`src/include/bcache_pkg.sv`:
```
package bcache_pkg;

   // ==========================================================
   // widths
   localparam int ADDR_W = 34;
   localparam int DATA_W = 64;
   localparam int CHK_W = 8;
   localparam int IDX_W = 16;
   localparam int TAG_W = 9;

   // ==========================================================
   // address field positions
   localparam int QW_LSB = 3;
   localparam int HI_IDX_BIT = 15;
   localparam int SW_LSB = 18;
   localparam int TAG_LSB = 20;
   localparam int REGION_LSB = 32;
   localparam logic [1:0] REGION_CACHEABLE = 2'h0;

   // ==========================================================
   // types
   typedef enum logic [1:0] {
      SIZE_256K = 2'h0,
      SIZE_512K = 2'h1,
      SIZE_1M = 2'h2
   } size_t;

   typedef enum logic [6:0] {
      ST_IDLE = 7'h01,
      ST_LOOK = 7'h02,
      ST_CHECK = 7'h04,
      ST_WBACK = 7'h08,
      ST_FILL = 7'h10,
      ST_WRITE = 7'h20,
      ST_BYP = 7'h40
   } state_t;

   typedef struct packed {
      logic write;
      logic [ADDR_W-1:0] addr;
      logic [DATA_W-1:0] wdata;
   } cpu_req_t;

   typedef struct packed {
      logic [CHK_W-1:0] check;
      logic [DATA_W-1:0] data;
   } line_t;

   typedef struct packed {
      logic [1:0] spare;
      logic valid;
      logic dirty;
      logic parity;
      logic [1:0] sw;
      logic [TAG_W-1:0] tag;
   } tag_entry_t;

   // ==========================================================
   // reset values
   localparam state_t STATE_RST = ST_IDLE;
   localparam logic [1:0] SIZE_RST = 2'h2;
   localparam logic EN_RST = 1'b0;

endpackage : bcache_pkg

```
`src/bcache_ecc.sv`:
```
`timescale 1ns/1ps
module bcache_ecc (
   // encoder
   input wire logic [bcache_pkg::DATA_W-1:0] enc_data,
   output logic [bcache_pkg::CHK_W-1:0] enc_check,
   // decoder
   input wire bcache_pkg::line_t dec_line,
   output logic [bcache_pkg::DATA_W-1:0] dec_data,
   output logic dec_corr,
   output logic dec_uncorr
);

   // ==========================================================
   // hamming check over positions 1..71, bit 7 is overall parity
   always_comb begin
      int k;
      k = 0;
      enc_check = '0;
      for (int p = 1; p < 72; p++) begin
         if ((p & (p - 1)) != 0) begin
            if (enc_data[k]) begin
               enc_check[6:0] = enc_check[6:0] ^ 7'(p);
            end
            k = k + 1;
         end
      end
      enc_check[7] = (^enc_data) ^ (^enc_check[6:0]);
   end

   // ==========================================================
   // syndrome, single correction and double detection
   always_comb begin
      int k;
      logic [6:0] syn;
      logic overall;
      k = 0;
      syn = dec_line.check[6:0];
      overall = (^dec_line.data) ^ (^dec_line.check);
      for (int p = 1; p < 72; p++) begin
         if ((p & (p - 1)) != 0) begin
            if (dec_line.data[k]) begin
               syn = syn ^ 7'(p);
            end
            k = k + 1;
         end
      end
      dec_data = dec_line.data;
      k = 0;
      for (int p = 1; p < 72; p++) begin
         if ((p & (p - 1)) != 0) begin
            if (overall && syn == 7'(p)) begin
               dec_data[k] = ~dec_line.data[k];
            end
            k = k + 1;
         end
      end
      dec_corr = overall;
      dec_uncorr = !overall && (syn != 7'h00);
   end

endmodule : bcache_ecc

```
`src/bcache_ctrl.sv`:
```
`timescale 1ns/1ps
// Summary of operation
// - low three address bits never index cache
// - address bit 15 drives high index output
// - bits 19:18 index or tag by size
// - one megabyte data from 128K byte parts
// - tag store 128K deep, one entry per block
// - read hit returns cache data, no DRAM
// - read miss fetches DRAM and allocates block
// - cacheable enabled write updates data and tag
// - bypass reads go straight to DRAM
// - bypass writes touch DRAM only
// - direct mapped, write-back, one quadword block
// - data carries ECC, tag carries parity
// - size 256K, 512K or 1M selects switching
module bcache_ctrl (
   // clock and reset
   input wire logic core_clk,
   input wire logic rst_n,
   // static configuration pins
   input wire logic cache_en,
   input wire logic [1:0] cache_size,
   // processor request
   input wire logic req_valid,
   output logic req_ready,
   input wire bcache_pkg::cpu_req_t req,
   // response
   output logic rsp_valid,
   output logic [bcache_pkg::DATA_W-1:0] rsp_rdata,
   output logic rsp_err,
   // status
   output logic tag_perr,
   output logic ecc_corr,
   // cache sram arrays
   output logic [bcache_pkg::IDX_W-1:0] sram_idx,
   output logic sram_hi_idx,
   output logic sram_re,
   output logic sram_we,
   output bcache_pkg::line_t sram_wline,
   input wire bcache_pkg::line_t sram_rline,
   output bcache_pkg::tag_entry_t tag_wentry,
   input wire bcache_pkg::tag_entry_t tag_rentry,
   // dram
   output logic dram_req,
   output logic dram_we,
   output logic [bcache_pkg::ADDR_W-1:0] dram_addr,
   output logic [bcache_pkg::DATA_W-1:0] dram_wdata,
   input wire logic dram_ack,
   input wire logic [bcache_pkg::DATA_W-1:0] dram_rdata
);

   // ==========================================================
   // configuration synchronisers
   logic en_s1_q, en_s2_q;
   logic [1:0] size_s1_q, size_s2_q;

   always_ff @(posedge core_clk or negedge rst_n) begin
      if (!rst_n) begin
         en_s1_q <= bcache_pkg::EN_RST;
         en_s2_q <= bcache_pkg::EN_RST;
         size_s1_q <= bcache_pkg::SIZE_RST;
         size_s2_q <= bcache_pkg::SIZE_RST;
      end else begin
         en_s1_q <= cache_en;
         en_s2_q <= en_s1_q;
         size_s1_q <= cache_size;
         size_s2_q <= size_s1_q;
      end
   end

   // ==========================================================
   // ecc
   logic [bcache_pkg::DATA_W-1:0] line_data_d;
   logic [bcache_pkg::CHK_W-1:0] enc_check;
   logic [bcache_pkg::DATA_W-1:0] dec_data;
   logic dec_corr, dec_uncorr;

   bcache_ecc bcache_ecc_i (
      .enc_data(line_data_d),
      .enc_check(enc_check),
      .dec_line(sram_rline),
      .dec_data(dec_data),
      .dec_corr(dec_corr),
      .dec_uncorr(dec_uncorr)
   );

   // ==========================================================
   // controller state
   bcache_pkg::state_t state_q, state_d;
   bcache_pkg::cpu_req_t req_q, req_d;
   logic [bcache_pkg::IDX_W-1:0] idx_q, idx_d;
   logic hi_q, hi_d;
   bcache_pkg::line_t line_q;
   logic dram_req_q, dram_req_d, dram_we_q, dram_we_d;
   logic [bcache_pkg::ADDR_W-1:0] dram_addr_q, dram_addr_d;
   logic [bcache_pkg::DATA_W-1:0] dram_wdata_q, dram_wdata_d;
   logic rsp_valid_q, rsp_valid_d, rsp_err_q, rsp_err_d;
   logic [bcache_pkg::DATA_W-1:0] rsp_rdata_q, rsp_rdata_d;
   logic tag_perr_q, tag_perr_d, ecc_corr_q, ecc_corr_d;
   logic cacheable, perr, hit, victim_dirty;
   logic [1:0] sw_idx;
   logic [bcache_pkg::ADDR_W-1:0] victim_addr;

   assign cacheable = en_s2_q &&
      (req.addr[bcache_pkg::REGION_LSB+:2] == bcache_pkg::REGION_CACHEABLE);
   assign perr = ^tag_rentry;
   assign hit = tag_rentry.valid && !perr && tag_rentry.tag == req_q.addr[bcache_pkg::TAG_LSB+:bcache_pkg::TAG_W] &&
      tag_rentry.sw == req_q.addr[bcache_pkg::SW_LSB+:2];
   assign victim_dirty = tag_rentry.valid && tag_rentry.dirty && !perr && !hit;
   assign victim_addr = {5'h00, tag_rentry.tag, tag_rentry.sw, idx_q[13:12], hi_q, idx_q[11:0], 3'h0};

   always_comb begin
      unique case (bcache_pkg::size_t'(size_s2_q))
         bcache_pkg::SIZE_256K: sw_idx = 2'h0;
         bcache_pkg::SIZE_512K: sw_idx = {1'b0, req.addr[bcache_pkg::SW_LSB]};
         default: sw_idx = req.addr[bcache_pkg::SW_LSB+:2];
      endcase
   end

   always_comb begin
      state_d = state_q;
      req_d = req_q;
      idx_d = idx_q;
      hi_d = hi_q;
      line_data_d = line_q.data;
      dram_req_d = dram_req_q;
      dram_we_d = dram_we_q;
      dram_addr_d = dram_addr_q;
      dram_wdata_d = dram_wdata_q;
      rsp_valid_d = 1'b0;
      rsp_err_d = rsp_err_q;
      rsp_rdata_d = rsp_rdata_q;
      tag_perr_d = 1'b0;
      ecc_corr_d = 1'b0;
      unique case (state_q)
         bcache_pkg::ST_IDLE: begin
            if (req_valid) begin
               req_d = req;
               idx_d = {sw_idx, req.addr[17:16], req.addr[14:bcache_pkg::QW_LSB]};
               hi_d = req.addr[bcache_pkg::HI_IDX_BIT];
               line_data_d = req.wdata;
               if (cacheable) begin
                  state_d = bcache_pkg::ST_LOOK;
               end else begin
                  state_d = bcache_pkg::ST_BYP;
                  dram_req_d = 1'b1;
                  dram_we_d = req.write;
                  dram_addr_d = {req.addr[bcache_pkg::ADDR_W-1:bcache_pkg::QW_LSB], 3'h0};
                  dram_wdata_d = req.wdata;
               end
            end
         end
         bcache_pkg::ST_LOOK: begin
            state_d = bcache_pkg::ST_CHECK;
         end
         bcache_pkg::ST_CHECK: begin
            tag_perr_d = perr;
            if (hit && !req_q.write) begin
               state_d = bcache_pkg::ST_IDLE;
               rsp_valid_d = 1'b1;
               rsp_rdata_d = dec_data;
               rsp_err_d = dec_uncorr;
               ecc_corr_d = dec_corr;
            end else if (victim_dirty) begin
               state_d = bcache_pkg::ST_WBACK;
               dram_req_d = 1'b1;
               dram_we_d = 1'b1;
               dram_addr_d = victim_addr;
               dram_wdata_d = dec_data;
               ecc_corr_d = dec_corr;
            end else if (req_q.write) begin
               state_d = bcache_pkg::ST_WRITE;
            end else begin
               state_d = bcache_pkg::ST_FILL;
               dram_req_d = 1'b1;
               dram_we_d = 1'b0;
               dram_addr_d = {req_q.addr[bcache_pkg::ADDR_W-1:bcache_pkg::QW_LSB], 3'h0};
            end
         end
         bcache_pkg::ST_WBACK: begin
            if (dram_ack) begin
               if (req_q.write) begin
                  state_d = bcache_pkg::ST_WRITE;
                  dram_req_d = 1'b0;
               end else begin
                  state_d = bcache_pkg::ST_FILL;
                  dram_we_d = 1'b0;
                  dram_addr_d = {req_q.addr[bcache_pkg::ADDR_W-1:bcache_pkg::QW_LSB], 3'h0};
               end
            end
         end
         bcache_pkg::ST_FILL: begin
            if (dram_ack) begin
               state_d = bcache_pkg::ST_WRITE;
               dram_req_d = 1'b0;
               line_data_d = dram_rdata;
               rsp_valid_d = 1'b1;
               rsp_rdata_d = dram_rdata;
               rsp_err_d = 1'b0;
            end
         end
         bcache_pkg::ST_WRITE: begin
            state_d = bcache_pkg::ST_IDLE;
            if (req_q.write) begin
               rsp_valid_d = 1'b1;
               rsp_err_d = 1'b0;
            end
         end
         bcache_pkg::ST_BYP: begin
            if (dram_ack) begin
               state_d = bcache_pkg::ST_IDLE;
               dram_req_d = 1'b0;
               rsp_valid_d = 1'b1;
               rsp_rdata_d = req_q.write ? '0 : dram_rdata;
               rsp_err_d = 1'b0;
            end
         end
         default: begin
            state_d = bcache_pkg::ST_IDLE;
         end
      endcase
   end

   always_ff @(posedge core_clk or negedge rst_n) begin
      if (!rst_n) begin
         state_q <= bcache_pkg::STATE_RST;
         req_q <= '0;
         idx_q <= '0;
         hi_q <= 1'b0;
         line_q <= '0;
         dram_req_q <= 1'b0;
         dram_we_q <= 1'b0;
         dram_addr_q <= '0;
         dram_wdata_q <= '0;
         rsp_valid_q <= 1'b0;
         rsp_err_q <= 1'b0;
         rsp_rdata_q <= '0;
         tag_perr_q <= 1'b0;
         ecc_corr_q <= 1'b0;
      end else begin
         state_q <= state_d;
         req_q <= req_d;
         idx_q <= idx_d;
         hi_q <= hi_d;
         line_q <= '{check: enc_check, data: line_data_d};
         dram_req_q <= dram_req_d;
         dram_we_q <= dram_we_d;
         dram_addr_q <= dram_addr_d;
         dram_wdata_q <= dram_wdata_d;
         rsp_valid_q <= rsp_valid_d;
         rsp_err_q <= rsp_err_d;
         rsp_rdata_q <= rsp_rdata_d;
         tag_perr_q <= tag_perr_d;
         ecc_corr_q <= ecc_corr_d;
      end
   end

   // ==========================================================
   // tag entry and outputs
   always_comb begin
      tag_wentry = '0;
      tag_wentry.valid = 1'b1;
      tag_wentry.dirty = req_q.write;
      tag_wentry.sw = req_q.addr[bcache_pkg::SW_LSB+:2];
      tag_wentry.tag = req_q.addr[bcache_pkg::TAG_LSB+:bcache_pkg::TAG_W];
      tag_wentry.parity = ^{1'b1, req_q.write, req_q.addr[bcache_pkg::SW_LSB+:2],
         req_q.addr[bcache_pkg::TAG_LSB+:bcache_pkg::TAG_W]};
   end

   assign req_ready = (state_q == bcache_pkg::ST_IDLE);
   assign sram_idx = idx_q;
   assign sram_hi_idx = hi_q;
   assign sram_re = (state_q == bcache_pkg::ST_LOOK);
   assign sram_we = (state_q == bcache_pkg::ST_WRITE);
   assign sram_wline = line_q;
   assign dram_req = dram_req_q;
   assign dram_we = dram_we_q;
   assign dram_addr = dram_addr_q;
   assign dram_wdata = dram_wdata_q;
   assign rsp_valid = rsp_valid_q;
   assign rsp_rdata = rsp_rdata_q;
   assign rsp_err = rsp_err_q;
   assign tag_perr = tag_perr_q;
   assign ecc_corr = ecc_corr_q;
endmodule : bcache_ctrl

```
`config.mk`:
```
export PLATFORM = sky130hd
export DESIGN_NAME = bcache_ctrl
export DESIGN_NICKNAME = d
export VERILOG_FILES = /design/src/include/bcache_pkg.sv /design/src/bcache_ecc.sv /design/src/bcache_ctrl.sv
export SDC_FILE = /design/constraint.sdc
export NUM_CORES = 1
export LEC_CHECK = 0
export BUFFER_PORTS_ARGS = -buffer_cell sky130_fd_sc_hd__buf_2
export CAP_MARGIN = 10
export CORE_AREA = 4 4 204 206
export CTS_BUF_LIST = sky130_fd_sc_hd__clkbuf_16
export CTS_CLUSTER_SIZE = 28
export DETAILED_ROUTE_END_ITERATION = 16
export DIE_AREA = 0 0 208 210
export PLACE_DENSITY = 0.7
export SYNTH_ARGS = -nofsm -noshare
export SYNTH_HDL_FRONTEND = slang
export SYNTH_SLANG_ARGS = --single-unit
export TNS_END_PERCENT = 30
```
`constraint.sdc`:
```
create_clock -name core_clk -period 3.7 [get_ports core_clk]
set_clock_uncertainty 0.15 [all_clocks]
set_input_delay 0.37 -clock core_clk [delete_from_list [all_inputs] [get_ports core_clk]]
set_output_delay 0.37 -clock core_clk [all_outputs]
set_load 0.005 [all_outputs]
```
# Word level (Yosys, flattened, before mapping)
# Index checks and enable logic that the tools add are counted.
# totals
register_bits	305
in_bits	258
elab_cells	725
# classes
eq_ne	85
muxes	329
n_bitwise	193
n_reduce_logical	98
# ops
cell	count
two-way mux 64 bit	22
two-way mux 34 bit	19
two-way mux 6 bit	64
one-hot mux 64 bit (2 select lines)	2
two-way mux 7 bit	36
== test 7 x 6 -> 1 bit, second input constant	32
two-way mux 99 bit	2
one-hot mux 64 bit (3 select lines)	1
two-way mux 5 bit	31
NOT 3 bit	46
NOT 4 bit	32
XOR reduction 64 bit	2
== test 7 x 5 -> 1 bit, second input constant	16
one-hot mux 34 bit (3 select lines)	1
logical AND 1 bit	73
NOT 2 bit	35
NOT 1 bit	64
two-way mux 1 bit	63
two-way mux 63 bit	1
two-way mux 62 bit	1
two-way mux 61 bit	1
two-way mux 4 bit	15
two-way mux 60 bit	1
NOT 5 bit	12
87 further kinds	133

# Logic depth before layout (Yosys ltp)
# logic_depth
ltp_word	200
ltp_mapped	16
mapped_depth_nobuf	11

# Modules after synthesis
# Synthesis repeated with hierarchy kept, for this count alone.
# hier_totals
cells_unflattened	1576
hier_area_um2	17549.3
# by_module_without_submodules
mod	instances	cells_each	area_each_um2	seq_area_each_um2
bcache_ctrl	1	1147	13609.3	7185.6
bcache_ecc	1	429	3940.0	0.0

# Worst setup path after synthesis
# No wires, ideal clock.
# synth_path
path_kind	register to register
from	reg state_q[2]
to	reg line_q (netlist bit sram_wline[71])
setup_time_ps	134
arrival_ps	3683
required_ps	3416
path_slack_ps	-266
path_stages_with_launch	12
synth_period_minus_slack_ps	3966
cell_sequence	dfrtp_1 -> or3_4 -> nor3_2 -> o211ai_1 -> buf_6 -> a222oi_1 -> xnor3_1 -> xnor3_1 -> xnor2_1 -> xnor3_1 -> xnor3_1 -> xnor3_1
# synth_between
elab_chain_cells	102
# synth_lines
item	line	source
start: declaration	bcache_ctrl.sv:89	bcache_pkg::state_t state_q, state_d;
start signal: assignment	bcache_ctrl.sv:226	state_q <= bcache_pkg::STATE_RST;
start signal: assignment	bcache_ctrl.sv:241	state_q <= state_d;
== test 7 x 5 -> 1 bit or == test 7 x 1 -> 1 bit (tied branches)	bcache_ctrl.sv:135	unique case (state_q)
one-hot mux 64 bit (2 select lines) *	bcache_ctrl.sv:135	
two-way mux 2 bit	bcache_ecc.sv:21	if (enc_data[k]) begin
NOT 2 bit (no line) or two-way mux 3 bit (tied branches)	n/a	
two-way mux 3 bit or NOT 2 bit (tied branches)	n/a	
two-way mux 3 bit	bcache_ecc.sv:21	
NOT 3 bit (no line)	n/a	
two-way mux 3 bit	bcache_ecc.sv:21	
[87 not listed]	n/a	
NOT 3 bit (no line) or two-way mux 7 bit (tied branches)	n/a	
two-way mux 7 bit or NOT 3 bit (tied branches)	n/a	
two-way mux 7 bit	bcache_ecc.sv:21	
NOT 4 bit (no line)	n/a	
two-way mux 7 bit	bcache_ecc.sv:21	
XOR reduction 7 bit	bcache_ecc.sv:27	enc_check[7] = (^enc_data) ^ (^enc_check[6:0]);
bitwise XOR 1 bit *	bcache_ecc.sv:27	
named net bcache_ecc_i.enc_check (one bit)	bcache_ecc.sv:5	output logic [bcache_pkg::CHK_W-1:0] enc_check,
end signal: assignment	bcache_ctrl.sv:245	line_q <= '{check: enc_check, data: line_data_d};
end: declaration	bcache_ctrl.sv:93	bcache_pkg::line_t line_q;
# The timed path passes the listed nets; every way through them passes the cells marked *.
# A chain may end at the register's enable or synchronous reset.

# Worst setup path after layout
# layout_path
from	reg state_q[5]
to	reg line_q (netlist bit sram_wline[71])
# layout_between
elab_chain_cells	102
# layout_lines
item	line
== test 7 x 5 -> 1 bit or == test 7 x 1 -> 1 bit (tied branches)	bcache_ctrl.sv:135
one-hot mux 64 bit (2 select lines) *	bcache_ctrl.sv:135
two-way mux 2 bit	bcache_ecc.sv:21
two-way mux 3 bit	bcache_ecc.sv:21
NOT 2 bit (no line)	n/a
two-way mux 3 bit	bcache_ecc.sv:21
NOT 3 bit (no line)	n/a
two-way mux 3 bit	bcache_ecc.sv:21
[88 not listed]	n/a
NOT 3 bit (no line)	n/a
two-way mux 7 bit	bcache_ecc.sv:21
NOT 4 bit (no line)	n/a
two-way mux 7 bit *	bcache_ecc.sv:21
named net bcache_ecc_i.enc_check (one bit)	bcache_ecc.sv:5
XOR reduction 7 bit *	bcache_ecc.sv:27
bitwise XOR 1 bit *	bcache_ecc.sv:27
named net bcache_ecc_i.enc_check (one bit)	bcache_ecc.sv:5
# Marked as above.

==> results.json <==
{
  "timing.rr.start": "state_q[5]$_DFFE_PN0P_",
  "vias": 16443,
  "syn_area_um2": 16500,
  "hpwlAfterDp_um": 56700,
  "fin_hold_ws_ns": 0.0234,
  "route.detailed.wl_per_inst_um": 24.2,
  "drt-initial-drc-count": 1650,
  "synth_xor_area_share_pct": 22.1,
  "final_common_cell": "buf_2",
  "syn_inst": 1652,
  "outcome": "finished, violations left",
  "route.detailed.drc": 0,
  "n_fill_cell": 3465,
  "worst_slew_pin_slew_ns": 0.783,
  "ys.flop_type": "dfrtp_1",
  "clock_latency_ns": 0.55,
  "slew_headroom_pct": 47.8,
  "violations": "setup timing",
  "ir_worst_vdd_v": 0.00188,
  "post-route-period-util_pct": 112,
  "holdPathStages": 3,
  "synth.avg_cell_area_um2": 9.99,
  "synth_top_family_by_area": "XOR/XNOR gates",
  "layout-drive-gt1-share_pct": 35.4,
  "htree_levels": 2,
  "hold_start": "dram_rdata[2]",
  "finalHoldViolCount": 0,
  "syn_to_final_growth_pct": 42.5,
  "dp.cells": 2834,
  "antenna_found_initial": 9,
  "first_pass_iters": 6,
  "cellLeakagePower_nw": 11.6,
  "io_pins": 534,
  "power_per_cell_area_nw_per_um2": 1260,
  "portBuffers": 527,
  "setup_viol_count_final": 3,
  "max_cap_violations": 0,
  "post-route-min-period_ns": 4.16,
  "grt_max_degree": 95,
  "synth-compound-area-share_pct": 14.5,
  "die_area_um2": 43700,
  "rsz0062_at_grt": "true",
  "cts.sinks": 287,
  "fin_ws_ns": -0.461,
  "nNetsFinal": 2704,
  "cts_buffers": 35,
  "instances_no_fill": 2997,
  "grt_pass1_vias": 16875,
  "worstPathArrival_ns": 4.45,
  "synthArstFlopShare_pct": 100,
  "synth-simple-area-share_pct": 10.3,
  "synth_cell_types": 50,
  "synthAdderAreaFrac_pct": 0.0758,
  "track_usage_pct": 32.0,
  "worstHoldEndpoint": "rsp_rdata[2]$_DFFE_PN0P_",
  "cp.required_ns": 3.99,
  "rows": 73,
  "slew_violations": 0,
  "hold_class": "primary input to flop",
  "yosys_warnings": 0,
  "clk_pin_slew_ns": 0.07,
  "cts_buffer_depth": 3,
  "place_congestion": 0.961,
  "ys_seq_area_share_pct": 43.5,
  "fmax_ghz": 0.240,
  "totalWireLength_um": 72600,
  "core_um2": 39600,
  "multi_input_area_um2": 8550,
  "end_kind": "flop",
  "post-place-ws_ns": -0.338,
  "start_util_pct": 41.6,
  "ys_ff_latch": 287,
  "die_h_um": 210,
  "ant_nets": 0,
  "grt_pass1_wl_um": 107000,
  "dpl_cell_area_um2": 21300,
  "rrSetupSlack_ns": -0.46,
  "synth-edff-count": 0,
  "cts_tree": "yes",
  "synth_mux_area_share_pct": 4.08,
  "root_buffer": "clkbuf_16",
  "viasPerCell": 5.49,
  "reg2regPathDepth": 11,
  "start_kind": "flop",
  "dieWidth_um": 208,
  "ff_latch_area_um2": 7190,
  "crit_type": "flop to flop",
  "gr-total-overflow": 0,
  "critPathMaxFanout": 30,
  "final_cell_mix": "526 x buf_2, 284 x dfrtp_1, 247 x buf_4",
  "timing.rr.end": "sram_wline[71]$_DFF_PN0_",
  "fin_area_um2": 23500
}
-- power by group --
group / leakage, nW / switching [W] / internal, W / total (W)
logic: 7.61 / 0.00909 / 0.0112 / 0.0203
registers: 3.47 / 0.000990 / 0.00479 / 0.00578
clock network: 0.569 / 0.00143 / 0.00205 / 0.00348
total: 11.6 / 0.0115 / 0.0180 / 0.0296
-- sequential cells by signal, indices dropped and copies added, names as in the netlist, 2 cells and up --
name        count
req_q          20
dram_wdata     64
sram_wline     72
size_s1_q       2
state_q         7
sram_idx        2
tag_wentry     12
dram_addr      34
rsp_rdata      64
size_s2_q       2
-- synth_stat cells, types with 2 or more instances --
cell	count	area, um^2
dfrtp_1	284	7110
nand2_1	205	769
xnor2_1	188	1650
nor2_1	147	552
o21ai_0	107	536
xor2_1	99	867
a22oi_1	85	638
a222oi_1	73	731
a21oi_1	71	355
inv_1	67	251
mux2i_1	65	651
clkbuf_1	62	233
xnor3_1	43	968
buf_4	32	240
nand3_1	19	95.1
buf_2	15	75.1
buf_1	14	52.6
and2_1	7	43.8
buf_6	4	45.0
nand3b_1	4	30.0
nand4_1	4	25.0
nor2b_1	4	25.0
o21a_1	4	30.0
xnor2_2	4	65.1
and4b_1	3	30.0
dfstp_2	3	78.8
o22ai_1	3	18.8
or3_1	3	18.8
xor3_1	3	71.3
a21o_1	2	15.0
a221o_1	2	20.0
and3b_1	2	17.5
conb_1	2	7.51
mux2_2	2	22.5
nand2b_1	2	12.5
nor3_1	2	10.0
o31ai_1	2	15.0
or2_2	2	12.5
-- kinds of logic after synthesis --
logic type	count (synthesis)
adder cells (fa/ha/maj)	1
buffers and inverters	194
flip-flops	287
XOR/XNOR	338
AO/OA/AOI/OAI	353
other	2
multiplexers	67
AND/OR/NAND/NOR	410
-- layer usage --
layer  GRT usage, %  part of all wire [%]  vias to the layer above
li1               -                     -                     7267
met1           40.2                    38                     7955
met2           53.4                    48                     1027
met3           7.78                   9.2                      186
met4           13.4                   4.9                        8
met5              0                 0.085                        -
-- what timing repair did --
action,in CTS,in global routing
buffers inserted,2,5
hold buffers,92,0
gates resized for setup,4,13
endpoints found under the hold margin,197,0
endpoints found under the setup margin,1,20
pin swaps,4,10
-- per-stage QoR --
stage / setup TNS [ns] / total power [W] / util, %
CTS: -0.293 / 0.0289 / 59.1
finish: -0.621 / 0.0296 / 59.4
floorplan: -0.204 / 0.0174 / -
global route: -1.25 / 0.0311 / 59.4
global placement: -0.603 / 0.0249 / 53.8
detailed placement: -1.31 / 0.0251 / 53.8
-- worst max-delay path, stage by stage (launching register included) --
cell and delay (ns):
dfrtp_1 0.38, or3_4 0.40, nor3_2 0.11, o211ai_1 0.15, clkbuf_16 0.23, a222oi_1 0.52, xnor3_2 0.56, xnor3_1 0.41
xnor3_1 0.40, xor3_1 0.26, xor3_1 0.22, xnor3_1 0.20
-- final cells by class --
type,instances,share of cell area (%)
timing repair buffer,882,24.4
inverter,67,1.07
sequential,287,30.5
antenna,5,0.0532
tap,525,2.79
clock buffer,36,3.83
multi-input combinational,1172,36.3
clock inverter,23,0.989
-- worst max path at each step --
stage,start,end,slack (ns),cells past startpoint
CTS,state_q[5]$_DFFE_PN0P_,sram_wline[71]$_DFF_PN0_,-0.29,13
detailed placement,state_q[5]$_DFFE_PN0P_,sram_wline[71]$_DFF_PN0_,-0.34,12
floorplan,state_q[2]$_DFFE_PN0P_,sram_wline[71]$_DFF_PN0_,-0.20,13
finish,state_q[5]$_DFFE_PN0P_,sram_wline[71]$_DFF_PN0_,-0.46,11
global placement,state_q[5]$_DFFE_PN0P_,sram_wline[71]$_DFF_PN0_,-0.27,12
global route,state_q[5]$_DFFE_PN0P_,sram_wline[71]$_DFF_PN0_,-0.61,11
No activity file was read; power rests on OpenSTA's default activity.
